File: src/design/gft_regs.vh
// Register offsets, field positions, reset values and timing counts of the ground-fault trip logic.
`ifndef GFT_REGS_VH
`define GFT_REGS_VH
// Word offsets (byte address = 4 * index).
`define REG_CTRL        4'h0
`define REG_VTHR        4'h1
`define REG_ITHR        4'h2
`define REG_RLOW        4'h3
`define REG_RUPP        4'h4
`define REG_GFDLY       4'h5
`define REG_RFDLY       4'h6
`define REG_FILT        4'h7
`define REG_STAT        4'h8
`define REG_MEAS_V      4'h9
`define REG_MEAS_I      4'ha
`define REG_MEAS_R      4'hb
`define REG_HARM        4'hc
// Control field positions.
`define CTRL_HRV        0
`define CTRL_GFTRIP_EN  1
`define CTRL_ACTIVE     2
`define CTRL_AUTO       3
`define CTRL_FAILSAFE   4
`define CTRL_TEST       5
`define CTRL_CAL_START  6
`define CTRL_DEVFAIL    7
`define CTRL_QSEL_LSB   8
`define CTRL_RPCT_DISP  10
`define CTRL_IPCT_DISP  11
// Trip quantity selections.
`define QSEL_RMS        2'h0
`define QSEL_FUND       2'h1
`define QSEL_HARM       2'h2
// Reset values (thresholds in percent or ohms, control word, harmonic band).
`define VTHR_RST        8'h3c
`define ITHR_RST        8'h3c
`define RLOW_RST        9'h032
`define RUPP_HRV_RST    9'h0c8
`define RUPP_LRV_RST    9'h0fa
`define CTRL_RST        12'h012
`define HARM_RST        12'h200
`define RNOM_RST        9'h096
// Threshold limits.
`define PCT_MIN         9'h00a
`define PCT_MAX         9'h05a
`define PCT_HI_MIN      9'h06e
`define PCT_HI_MAX      9'h0c8
`define OHM_MIN         9'h0c8
`define OHM_MAX         9'h1f4
`define HARM_TOP        6'h20
// Error code 6.10 as two BCD bytes.
`define ERR_CAL         16'h0610
// Times: the ms tick base and fixed delays.
`define CLK_HZ          100000000
`define TICK_MS         1
`define GF_DELAY_MS     40
`define RF_DELAY_MS     100
`define GF_TRIP_MIN_MS  100
`define TRIP_MAX_MS     172800000
`define CAL_TIMEOUT_MS  1000
`define MS_CYCLES       ((`CLK_HZ / 1000) * `TICK_MS)
`endif

File: src/design/ground_fault_trip_logic.v
// Ground-fault, resistor-fault and trip relay decision logic with an Avalon-MM register slave.
//
// The address map and the Avalon-MM slave port were decided locally.
`include "gft_regs.vh"
`timescale 1ns/1ps
// How it works
// - Voltage and current thresholds are percent of nominal, 10 to 90, default 60.
// - High-resistance variant keeps lower 10-90 percent and upper 110-200 percent thresholds.
// - Low-resistance variant keeps only an upper threshold in ohms, 200 to 500.
// - Ground-fault relay operates after a fixed 40 ms of over-threshold current or voltage.
// - Resistor-fault relay operates after 100 ms plus the filter duration on resistance out of band.
// - With ground-fault tripping disabled, ground faults never switch the trip relay.
// - Resistor faults bypass the ground-fault delay and use the resistor-fault trip delay.
// - An active resistance filter lengthens resistance trip time by the filter duration.
// - Relays default fail-safe; a device test inverts every relay.
// - Calibration only in automatic method; failure raises error code 6.10.
// - Trip quantity is RMS, fundamental, or a harmonic band H0 to H32.
// - Passive method derives resistance from voltage and current; active uses injected pulse.
// - Display units: resistance ohms or percent (high variant only), current amps or percent.
module ground_fault_trip_logic #(
  parameter MS_W    = 28,
  parameter MS_DIV  = `MS_CYCLES,
  parameter CAL_MS  = `CAL_TIMEOUT_MS
) (
  input  wire        clk_sys,
  input  wire        rst,
  input  wire [3:0]  avsAddress,
  input  wire        avsRead,
  input  wire        avsWrite,
  input  wire [31:0] avsWritedata,
  output reg  [31:0] avsReaddata,
  output reg         avsWaitrequest,
  input  wire        sampleValid,
  input  wire [15:0] voltRms,
  input  wire [15:0] voltFund,
  input  wire [15:0] voltHarm,
  input  wire [15:0] currRms,
  input  wire [15:0] currFund,
  input  wire [15:0] currHarm,
  input  wire [15:0] resPassive,
  input  wire [15:0] resActive,
  input  wire        calDone,
  input  wire        calFail,
  output reg         groundFaultRelay_r,
  output reg         resistorFaultRelay_r,
  output reg         tripRelay_r,
  output reg         pulseInject_r,
  output reg         calRun_r
);
  // Ohm-valued resistance reading; v and i are percent of nominal.
  reg  [11:0] ctrl_r;
  reg  [8:0]  vThr_r;
  reg  [8:0]  iThr_r;
  reg  [8:0]  rLow_r;
  reg  [8:0]  rUpp_r;
  reg  [8:0]  rNom_r;
  reg  [MS_W-1:0] gfDly_r;
  reg  [MS_W-1:0] rfDly_r;
  reg  [15:0] filtMs_r;
  reg  [11:0] harm_r;
  reg  [15:0] errCode_r;
  reg  [MS_W-1:0] msDiv_r;
  reg         msTick_r;
  reg  [15:0] vSel_r;
  reg  [15:0] iSel_r;
  reg  [15:0] rSel_r;
  reg         gfCond_r;
  reg         rfCond_r;
  reg  [MS_W-1:0] gfCnt_r;
  reg  [MS_W-1:0] rfCnt_r;
  reg  [MS_W-1:0] tgCnt_r;
  reg  [MS_W-1:0] trCnt_r;
  reg  [MS_W-1:0] calCnt_r;
  reg         gfAct_r;
  reg         rfAct_r;
  reg         trAct_r;
  reg         pending_r;
  wire        hrv      = ctrl_r[`CTRL_HRV];
  wire        failSafe = ctrl_r[`CTRL_FAILSAFE];
  wire        testMode = ctrl_r[`CTRL_TEST];
  wire        devFail  = ctrl_r[`CTRL_DEVFAIL];
  wire [1:0]  qSel     = ctrl_r[`CTRL_QSEL_LSB+1:`CTRL_QSEL_LSB];
  wire [15:0] storeRd;
  wire [15:0] resNow   = ctrl_r[`CTRL_ACTIVE] ? resActive : resPassive;
  localparam [31:0] GF_DLY_RST = `GF_TRIP_MIN_MS;
  wire [31:0] gfDlyClamp = (avsWritedata < `GF_TRIP_MIN_MS) ? `GF_TRIP_MIN_MS :
                           ((avsWritedata > `TRIP_MAX_MS) ? `TRIP_MAX_MS : avsWritedata);
  wire [31:0] rfDlyClamp = (avsWritedata > `TRIP_MAX_MS) ? `TRIP_MAX_MS : avsWritedata;

  // Clamp a written threshold into its legal range.
  function [8:0] clampThr;
    input [31:0] v;
    input [8:0]  lo;
    input [8:0]  hi;
    begin
      if (v < {23'h000000, lo})
        clampThr = lo;
      else if (v > {23'h000000, hi})
        clampThr = hi;
      else
        clampThr = v[8:0];
    end
  endfunction
  // Choose among the three trip quantities; the measured-value readback takes the same choice.
  function [15:0] pickQty;
    input [1:0]  s;
    input [15:0] rms;
    input [15:0] fund;
    input [15:0] harm;
    begin
      case (s)
        `QSEL_FUND: pickQty = fund;
        `QSEL_HARM: pickQty = harm;
        default:    pickQty = rms;
      endcase
    end
  endfunction
  // Percent of nominal resistance as ohms: r * pct / 100; the quotient fits in 16 bits.
  function [15:0] pctOhm;
    input [8:0] nom;
    input [8:0] pct;
    reg   [17:0] p;
    begin
      p = (nom * pct) / 18'h00064;
      pctOhm = p[15:0];
    end
  endfunction

  ////////////////////////////////////////////////////////////////////////////////
  // Millisecond tick divider.
  always @(posedge clk_sys or posedge rst)
  begin
    if (rst)
    begin
      msDiv_r  <= {MS_W{1'b0}};
      msTick_r <= 1'b0;
    end
    else if (msDiv_r == MS_DIV - 1)
    begin
      msDiv_r  <= {MS_W{1'b0}};
      msTick_r <= 1'b1;
    end
    else
    begin
      msDiv_r  <= msDiv_r + 1'b1;
      msTick_r <= 1'b0;
    end
  end

  ////////////////////////////////////////////////////////////////////////////////
  // Register writes and the Avalon-MM slave: one wait cycle, then the answer.
  always @(posedge clk_sys or posedge rst)
  begin
    if (rst)
    begin
      ctrl_r   <= `CTRL_RST;
      vThr_r   <= {1'b0, `VTHR_RST};
      iThr_r   <= {1'b0, `ITHR_RST};
      rLow_r   <= `RLOW_RST;
      rUpp_r   <= `RUPP_LRV_RST;
      rNom_r   <= `RNOM_RST;
      gfDly_r  <= GF_DLY_RST[MS_W-1:0];
      rfDly_r  <= {MS_W{1'b0}};
      filtMs_r <= 16'h0000;
      harm_r   <= `HARM_RST;
      avsWaitrequest <= 1'b1;
      avsReaddata    <= 32'h00000000;
    end
    else
    begin
      ctrl_r[`CTRL_CAL_START] <= 1'b0;
      avsWaitrequest <= !((avsRead || avsWrite) && avsWaitrequest);
      // A write lands at the edge at which the master sees waitrequest low.
      if (avsWrite && !avsWaitrequest)
      begin
        case (avsAddress)
          `REG_CTRL:
          begin
            ctrl_r <= avsWritedata[11:0];
            // Calibration start only in automatic method.
            ctrl_r[`CTRL_CAL_START] <= avsWritedata[`CTRL_CAL_START] & avsWritedata[`CTRL_AUTO];
            // Percent resistance display only in the high-resistance variant.
            ctrl_r[`CTRL_RPCT_DISP] <= avsWritedata[`CTRL_RPCT_DISP] & avsWritedata[`CTRL_HRV];
            if (avsWritedata[`CTRL_HRV] != hrv)
              rUpp_r <= avsWritedata[`CTRL_HRV] ? `RUPP_HRV_RST : `RUPP_LRV_RST;
          end
          `REG_VTHR: vThr_r <= clampThr(avsWritedata, `PCT_MIN, `PCT_MAX);
          `REG_ITHR: iThr_r <= clampThr(avsWritedata, `PCT_MIN, `PCT_MAX);
          `REG_RLOW: rLow_r <= clampThr(avsWritedata, `PCT_MIN, `PCT_MAX);
          `REG_RUPP: rUpp_r <= hrv ? clampThr(avsWritedata, `PCT_HI_MIN, `PCT_HI_MAX)
                                   : clampThr(avsWritedata, `OHM_MIN, `OHM_MAX);
          `REG_GFDLY: gfDly_r <= gfDlyClamp[MS_W-1:0];
          `REG_RFDLY: rfDly_r <= rfDlyClamp[MS_W-1:0];
          `REG_FILT: filtMs_r <= avsWritedata[15:0];
          `REG_HARM:
          begin
            // Band limits each kept within H0..H32, independently of each other.
            harm_r[5:0]  <= (avsWritedata[5:0] > `HARM_TOP) ? `HARM_TOP : avsWritedata[5:0];
            harm_r[11:6] <= (avsWritedata[11:6] > `HARM_TOP) ? `HARM_TOP : avsWritedata[11:6];
          end
          `REG_MEAS_V: rNom_r <= avsWritedata[8:0];
          default: ;
        endcase
      end
      if (avsRead && avsWaitrequest)
      begin
        case (avsAddress)
          `REG_CTRL:  avsReaddata <= {20'h00000, ctrl_r};
          `REG_VTHR:  avsReaddata <= {23'h000000, vThr_r};
          `REG_ITHR:  avsReaddata <= {23'h000000, iThr_r};
          `REG_RLOW:  avsReaddata <= {23'h000000, rLow_r};
          `REG_RUPP:  avsReaddata <= {23'h000000, rUpp_r};
          `REG_GFDLY: avsReaddata <= {{(32-MS_W){1'b0}}, gfDly_r};
          `REG_RFDLY: avsReaddata <= {{(32-MS_W){1'b0}}, rfDly_r};
          `REG_FILT:  avsReaddata <= {16'h0000, filtMs_r};
          `REG_STAT:  avsReaddata <= {errCode_r, 9'h000, calRun_r, pending_r, rfCond_r, gfCond_r,
                                      trAct_r, rfAct_r, gfAct_r};
          `REG_HARM:  avsReaddata <= {20'h00000, harm_r};
          default:    avsReaddata <= {16'h0000, storeRd};
        endcase
      end
    end
  end

  ////////////////////////////////////////////////////////////////////////////////
  // Latest selected voltage, current and resistance, one slot written per cycle in turn.
  meas_store #(.AW (2), .DW (16)) uStore (
    .clk_sys (clk_sys),
    .rst     (rst),
    .wrEn    (1'b1),
    .wrAddr  (msDiv_r[1:0]),
    .wrData  ((msDiv_r[1:0] == 2'h1) ? vSel_r : ((msDiv_r[1:0] == 2'h2) ? iSel_r : rSel_r)),
    .rdAddr  (avsAddress[1:0]),
    .rdData  (storeRd)
  );

  ////////////////////////////////////////////////////////////////////////////////
  // Sample the selected quantity and compare on every new sample.
  always @(posedge clk_sys or posedge rst)
  begin
    if (rst)
    begin
      vSel_r   <= 16'h0000;
      iSel_r   <= 16'h0000;
      rSel_r   <= 16'h0000;
      gfCond_r <= 1'b0;
      rfCond_r <= 1'b0;
    end
    else if (sampleValid)
    begin
      vSel_r <= pickQty(qSel, voltRms, voltFund, voltHarm);
      iSel_r <= pickQty(qSel, currRms, currFund, currHarm);
      rSel_r <= resNow;
      gfCond_r <= (pickQty(qSel, voltRms, voltFund, voltHarm) > {7'h00, vThr_r}) ||
                  (pickQty(qSel, currRms, currFund, currHarm) > {7'h00, iThr_r});
      rfCond_r <= (hrv && resNow < pctOhm(rNom_r, rLow_r)) ||
                  (resNow > (hrv ? pctOhm(rNom_r, rUpp_r) : {7'h00, rUpp_r}));
    end
  end

  ////////////////////////////////////////////////////////////////////////////////
  // Delay timers in ms; each restarts when its condition drops.
  always @(posedge clk_sys or posedge rst)
  begin
    if (rst)
    begin
      gfCnt_r <= {MS_W{1'b0}};
      rfCnt_r <= {MS_W{1'b0}};
      tgCnt_r <= {MS_W{1'b0}};
      trCnt_r <= {MS_W{1'b0}};
      gfAct_r <= 1'b0;
      rfAct_r <= 1'b0;
      trAct_r <= 1'b0;
      pending_r <= 1'b0;
    end
    else
    begin
      if (!gfCond_r)
      begin
        gfCnt_r <= {MS_W{1'b0}};
        gfAct_r <= 1'b0;
      end
      else if (msTick_r && !gfAct_r)
      begin
        gfCnt_r <= gfCnt_r + 1'b1;
        gfAct_r <= (gfCnt_r + 1'b1 >= `GF_DELAY_MS);
      end
      if (!rfCond_r)
      begin
        rfCnt_r <= {MS_W{1'b0}};
        rfAct_r <= 1'b0;
      end
      else if (msTick_r && !rfAct_r)
      begin
        rfCnt_r <= rfCnt_r + 1'b1;
        rfAct_r <= (rfCnt_r + 1'b1 >= `RF_DELAY_MS + filtMs_r);
      end
      // Ground-fault trip timer runs only while ground-fault tripping is enabled.
      if (!gfCond_r || !ctrl_r[`CTRL_GFTRIP_EN])
        tgCnt_r <= {MS_W{1'b0}};
      else if (msTick_r && tgCnt_r < gfDly_r)
        tgCnt_r <= tgCnt_r + 1'b1;
      // Resistor-fault trip timer ignores the ground-fault delay.
      if (!rfCond_r)
        trCnt_r <= {MS_W{1'b0}};
      else if (msTick_r && trCnt_r < rfDly_r + filtMs_r)
        trCnt_r <= trCnt_r + 1'b1;
      pending_r <= gfCond_r | rfCond_r;
      trAct_r <= devFail ||
                 (ctrl_r[`CTRL_GFTRIP_EN] && gfCond_r && tgCnt_r >= gfDly_r) ||
                 (rfCond_r && trCnt_r >= rfDly_r + filtMs_r);
    end
  end

  ////////////////////////////////////////////////////////////////////////////////
  // Calibration sequencer and error code.
  always @(posedge clk_sys or posedge rst)
  begin
    if (rst)
    begin
      calRun_r     <= 1'b0;
      calCnt_r     <= {MS_W{1'b0}};
      errCode_r    <= 16'h0000;
    end
    else if (ctrl_r[`CTRL_CAL_START] && !calRun_r)
    begin
      calRun_r  <= 1'b1;
      calCnt_r  <= {MS_W{1'b0}};
      errCode_r <= 16'h0000;
    end
    else if (calRun_r)
    begin
      if (calDone && !calFail)
        calRun_r <= 1'b0;
      else if (calFail || calCnt_r >= CAL_MS || !ctrl_r[`CTRL_AUTO])
      begin
        calRun_r  <= 1'b0;
        errCode_r <= `ERR_CAL;
      end
      else if (msTick_r)
        calCnt_r <= calCnt_r + 1'b1;
    end
  end

  ////////////////////////////////////////////////////////////////////////////////
  // Relay drive: fail-safe energises when idle; test inverts every relay.
  always @(posedge clk_sys or posedge rst)
  begin
    if (rst)
    begin
      groundFaultRelay_r   <= 1'b0;
      resistorFaultRelay_r <= 1'b0;
      tripRelay_r          <= 1'b0;
      pulseInject_r        <= 1'b0;
    end
    else
    begin
      groundFaultRelay_r   <= (gfAct_r ^ failSafe) ^ testMode;
      resistorFaultRelay_r <= (rfAct_r ^ failSafe) ^ testMode;
      tripRelay_r          <= (trAct_r ^ failSafe) ^ testMode;
      pulseInject_r        <= ctrl_r[`CTRL_ACTIVE] & msTick_r;
    end
  end
endmodule

File: src/design/meas_store.v
// Small register-read memory holding the latest measured quantities.
`timescale 1ns/1ps
module meas_store #(
  parameter AW = 2,
  parameter DW = 16
) (
  input  wire          clk_sys,
  input  wire          rst,
  input  wire          wrEn,
  input  wire [AW-1:0] wrAddr,
  input  wire [DW-1:0] wrData,
  input  wire [AW-1:0] rdAddr,
  output reg  [DW-1:0] rdData
);
  reg [DW-1:0] mem [0:(1<<AW)-1];

  // Write port stores new samples; read data leave through a register.
  always @(posedge clk_sys)
  begin
    if (wrEn)
      mem[wrAddr] <= wrData;
  end

  // Registered read keeps the bus path short.
  always @(posedge clk_sys or posedge rst)
  begin
    if (rst)
      rdData <= 16'h0000;
    else
      rdData <= mem[rdAddr];
  end
endmodule

File: config.mk
export PLATFORM = sky130hd
export DESIGN_NAME = ground_fault_trip_logic
export DESIGN_NICKNAME = d
export VERILOG_FILES = /design/src/design/ground_fault_trip_logic.v /design/src/design/meas_store.v
export VERILOG_INCLUDE_DIRS = /design/src /design/src/design
export SDC_FILE = /design/constraint.sdc
export NUM_CORES = 2
export LEC_CHECK = 0
export CAP_MARGIN = 20
export CORE_ASPECT_RATIO = 0.75
export CORE_MARGIN = 2
export CORE_UTILIZATION = 50
export CTS_CLUSTER_SIZE = 12
export DETAILED_ROUTE_END_ITERATION = 10
export DONT_BUFFER_PORTS = 1
export GPL_TIMING_DRIVEN = 1
export PLACE_DENSITY = 0.63
export SYNTH_ARGS = -nofsm -noshare
export SYNTH_HDL_FRONTEND = slang
export SYNTH_SLANG_ARGS = --single-unit
File: constraint.sdc
create_clock -name clk_sys -period 16.2 [get_ports clk_sys]
set_input_delay 0 -clock clk_sys [delete_from_list [all_inputs] [get_ports clk_sys]]
set_output_delay 0 -clock clk_sys [all_outputs]
set_load 0.005 [all_outputs]
==> results.sh <==
export IMPL_crit_family="compound AO/OA/AOI/OAI gates"
export IMPL_routedWlPerCell_um=20.2
export IMPL_cp_arrival_ps=15310
export IMPL_crit_path_max_fanout=19
export IMPL_drcViolationCount=0
export IMPL_fmaxAchievable_mhz=67.6
export IMPL_yosysTopAreaCell="dfrtp_1"
export IMPL_hold_violations=1
export IMPL_cts_sinks=479
export IMPL_worst_pin_slew_ps=1130
export IMPL_fin_hold_ws_ps=-5.28
export IMPL_place_ws_ps=1530
export IMPL_dpl_cell_count=4829
export IMPL_postCtsSetupRepairBufs=0
export IMPL_die_h_um=239
export IMPL_layout_cells_non_filler=5073
export IMPL_io_pin_count=209
export IMPL_finalNetCount=4552
export IMPL_vias_per_cell=6.00
export IMPL_drive_gt1_share_pct=9.02
export IMPL_grt_usage_pct=26.6
export IMPL_critPathLaunch="rNom_r[3]$_DFFE_PP0P_"
export IMPL_path_clk_slew_ps=60
export IMPL_violations="hold timing"
export IMPL_synth_most_common_cell="nand2_1"
export IMPL_yosys_warnings=0
export IMPL_portBuffers=0
export IMPL_synth_main_ff_cell="dfrtp_1"
export IMPL_gr_total_overflow=0
export IMPL_ant_nets=0
export IMPL_cp_start_kind="flip-flop"
export IMPL_cts_resized=0
export IMPL_hp_class="in2reg"
export IMPL_min_from="currHarm[4]"
export IMPL_synth_edf_count=64
export IMPL_worst_slack_ps=1400
export IMPL_synth_top_area_share_pct=26.2
export IMPL_synth_seq_area_share_pct=33.4
export IMPL_vias=30400
export IMPL_netlist_instances=4029
export IMPL_max_stage_delay_ps=790
export IMPL_drtPass1Iterations=6
export IMPL_grt_pass1_vias=28700
export IMPL_synth_cell_area_mm2=0.0369
export IMPL_cts_buffers=53
export IMPL_maxSlewViolCount=0
export IMPL_async_reset_ff_share_pct=86.6
export IMPL_ctsHoldBuffers=143
export IMPL_drtIter0Drc=2730
export IMPL_status="finished with violations"
export IMPL_fin_crit_sh_pct=91.4
export IMPL_drv_cap=0
export IMPL_antenna_found_initial=4
export IMPL_crit_top_cell="fa_1"
export IMPL_synthTopCellsByArea="dfrtp_1 26%, ha_1 7.5%, fa_1 5.5%"
export IMPL_cts_tree="yes"
export IMPL_synthToLayoutAreaGrowth_pct=10.6
export IMPL_coreArea_mm2=0.0733
export IMPL_syn_area_per_cell_um2=9.16
export IMPL_finalWeightedCongestion=0.903
export IMPL_drt_wl_total_mm=102
export IMPL_hpwl_mm=73.3
export IMPL_grt_max_degree=108
export IMPL_rows=86
export IMPL_grt_pass1_wl_mm=163
export IMPL_skew_ps=21.3
export IMPL_synth_cell_type_count=131
export IMPL_setup_tns_ps=0
export IMPL_die_w_um=318
export IMPL_clock_latency_ps=620
export IMPL_required_ps=16710
export IMPL_critPathBufInv=3
export IMPL_relSlewSlack_pct=23.9
export IMPL_rsz0062_at_grt="no"
export IMPL_start_util_pct=50.4
export IMPL_finalSetupViolCount=0
export IMPL_rr_startpoint="rNom_r[3]$_DFFE_PP0P_"
export IMPL_crit_type="reg2reg"
export IMPL_die_area_mm2=0.0760
export IMPL_synthTopCellsByCount="443 x nand2_1, 387 x dfrtp_1, 268 x o21ai_0, 248 x nor2_1, 220 x ha_1"
export IMPL_cts_buffer_depth=3
export IMPL_min_period_ps=14800
export IMPL_ys_ff_latch=479
export IMPL_worstSetupEndpointType="flip-flop"
export IMPL_htreeDepth=2
export IMPL_cts_root_buf="clkbuf_16"
export IMPL_critPathSlowestCell="a221oi_2"
[layout by cell type (no fill, tap or decap), types with 58 or more instances in the layout]
cell type | synthesis | layout
and2_1 | 210 | 210
inv_1 | 216 | 215
fa_1 | 101 | 101
ha_1 | 220 | 217
a21oi_1 | 156 | 156
nor2_1 | 248 | 246
dfrtp_1 | 387 | 387
nand2_1 | 443 | 442
nand4_1 | 81 | 81
nand3_1 | 134 | 134
a22oi_1 | 71 | 71
nor3_1 | 59 | 58
dlygate4sd3_1 | 0 | 140
xnor2_1 | 166 | 166
o21ai_0 | 268 | 268
edfxtp_1 | 64 | 64
mux2_2 | 77 | 77
xor2_1 | 81 | 81
[metal layers]
metal  part of all wire, %  global-route usage, %  up-vias  wire length, um
met4                   2.3                   6.49        2             2400
met3                   7.4                   5.01      165             7590
met5                 0.035                      0        -               36
li1                      -                      -    14400                -
met1                    47                   39.2    14800            48200
met2                    43                   40.2     1027            44100
[cell type report]
cell class | instances | area [um2]
Fill cell | 6504 | 32500
Sequential cell | 479 | 12300
Clock buffer | 80 | 1530
Multi-Input combinational cell | 3130 | 22900
Inverter | 222 | 841
Timing Repair Buffer | 174 | 1700
Tap cell | 968 | 1210
Antenna cell | 2 | 5.00
Clock inverter | 18 | 251
[tightest hold or removal path: cells and delay by family]
| kind | cells | cell delay, ps |
|---|---|---|
| compound gates | 2 | 390 |
| mux | 1 | 180 |
[sequential cells by signal, indices dropped and copies added (netlist names), 9 cells and up]
signal	flops
harm_r	12
uStore.rdData	16
msDiv_r	28
calCnt_r	28
rUpp_r	9
rfDly_r	28
ctrl_r	12
iSel_r	16
rfCnt_r	28
trCnt_r	28
rNom_r	9
iThr_r	9
vSel_r	16
rLow_r	9
tgCnt_r	28
avsReaddata	28
gfCnt_r	28
uStore.mem	64
vThr_r	9
rSel_r	16
filtMs_r	16
gfDly_r	28
[final timing paths]
kind	endpoint	slack, ps	depth (start not counted)
hold / removal	iSel_r[4]$_DFFE_PP0P_	-5	3
setup reg to reg	rfCond_r$_DFFE_PP0P_	1400	56
min in group asynchronous	groundFaultRelay_r$_DFF_PP0_	20	2
hold reg to reg	msDiv_r[4]$_DFF_PP0_	470	1
max in group asynchronous	uStore.rdData[13]$_DFF_PP0_	14090	4
setup / recovery	rfCond_r$_DFFE_PP0P_	1400	56
[stage by stage]
step	area, um2	utilization [%]	hold WS [ps]
final	40800	55.7	-5.28
after detailed placement	37500	51.2	47.7
after global routing	40800	55.7	10.8
after CTS	40800	55.7	2.66
after floorplan	36900	-	63.0
after global placement	37500	51.2	39.1
[cell families (layout without fill, tap and decap cells)]
group,Yosys count,after routing,synth area share (%)
other,1,6,0.0102
buffers and inverters,423,494,4.55
adders and majority gates,323,323,13.0
AOI/OAI and AO/OA,936,936,18.0
and+or+nand+nor,1467,1467,20.0
muxes,145,145,4.75
DFF,479,479,33.4
xor gates and xnor gates,255,255,6.29
Power is not shown: default switching activity piles up to over one toggle a cycle in this logic, so the estimate is an artifact.
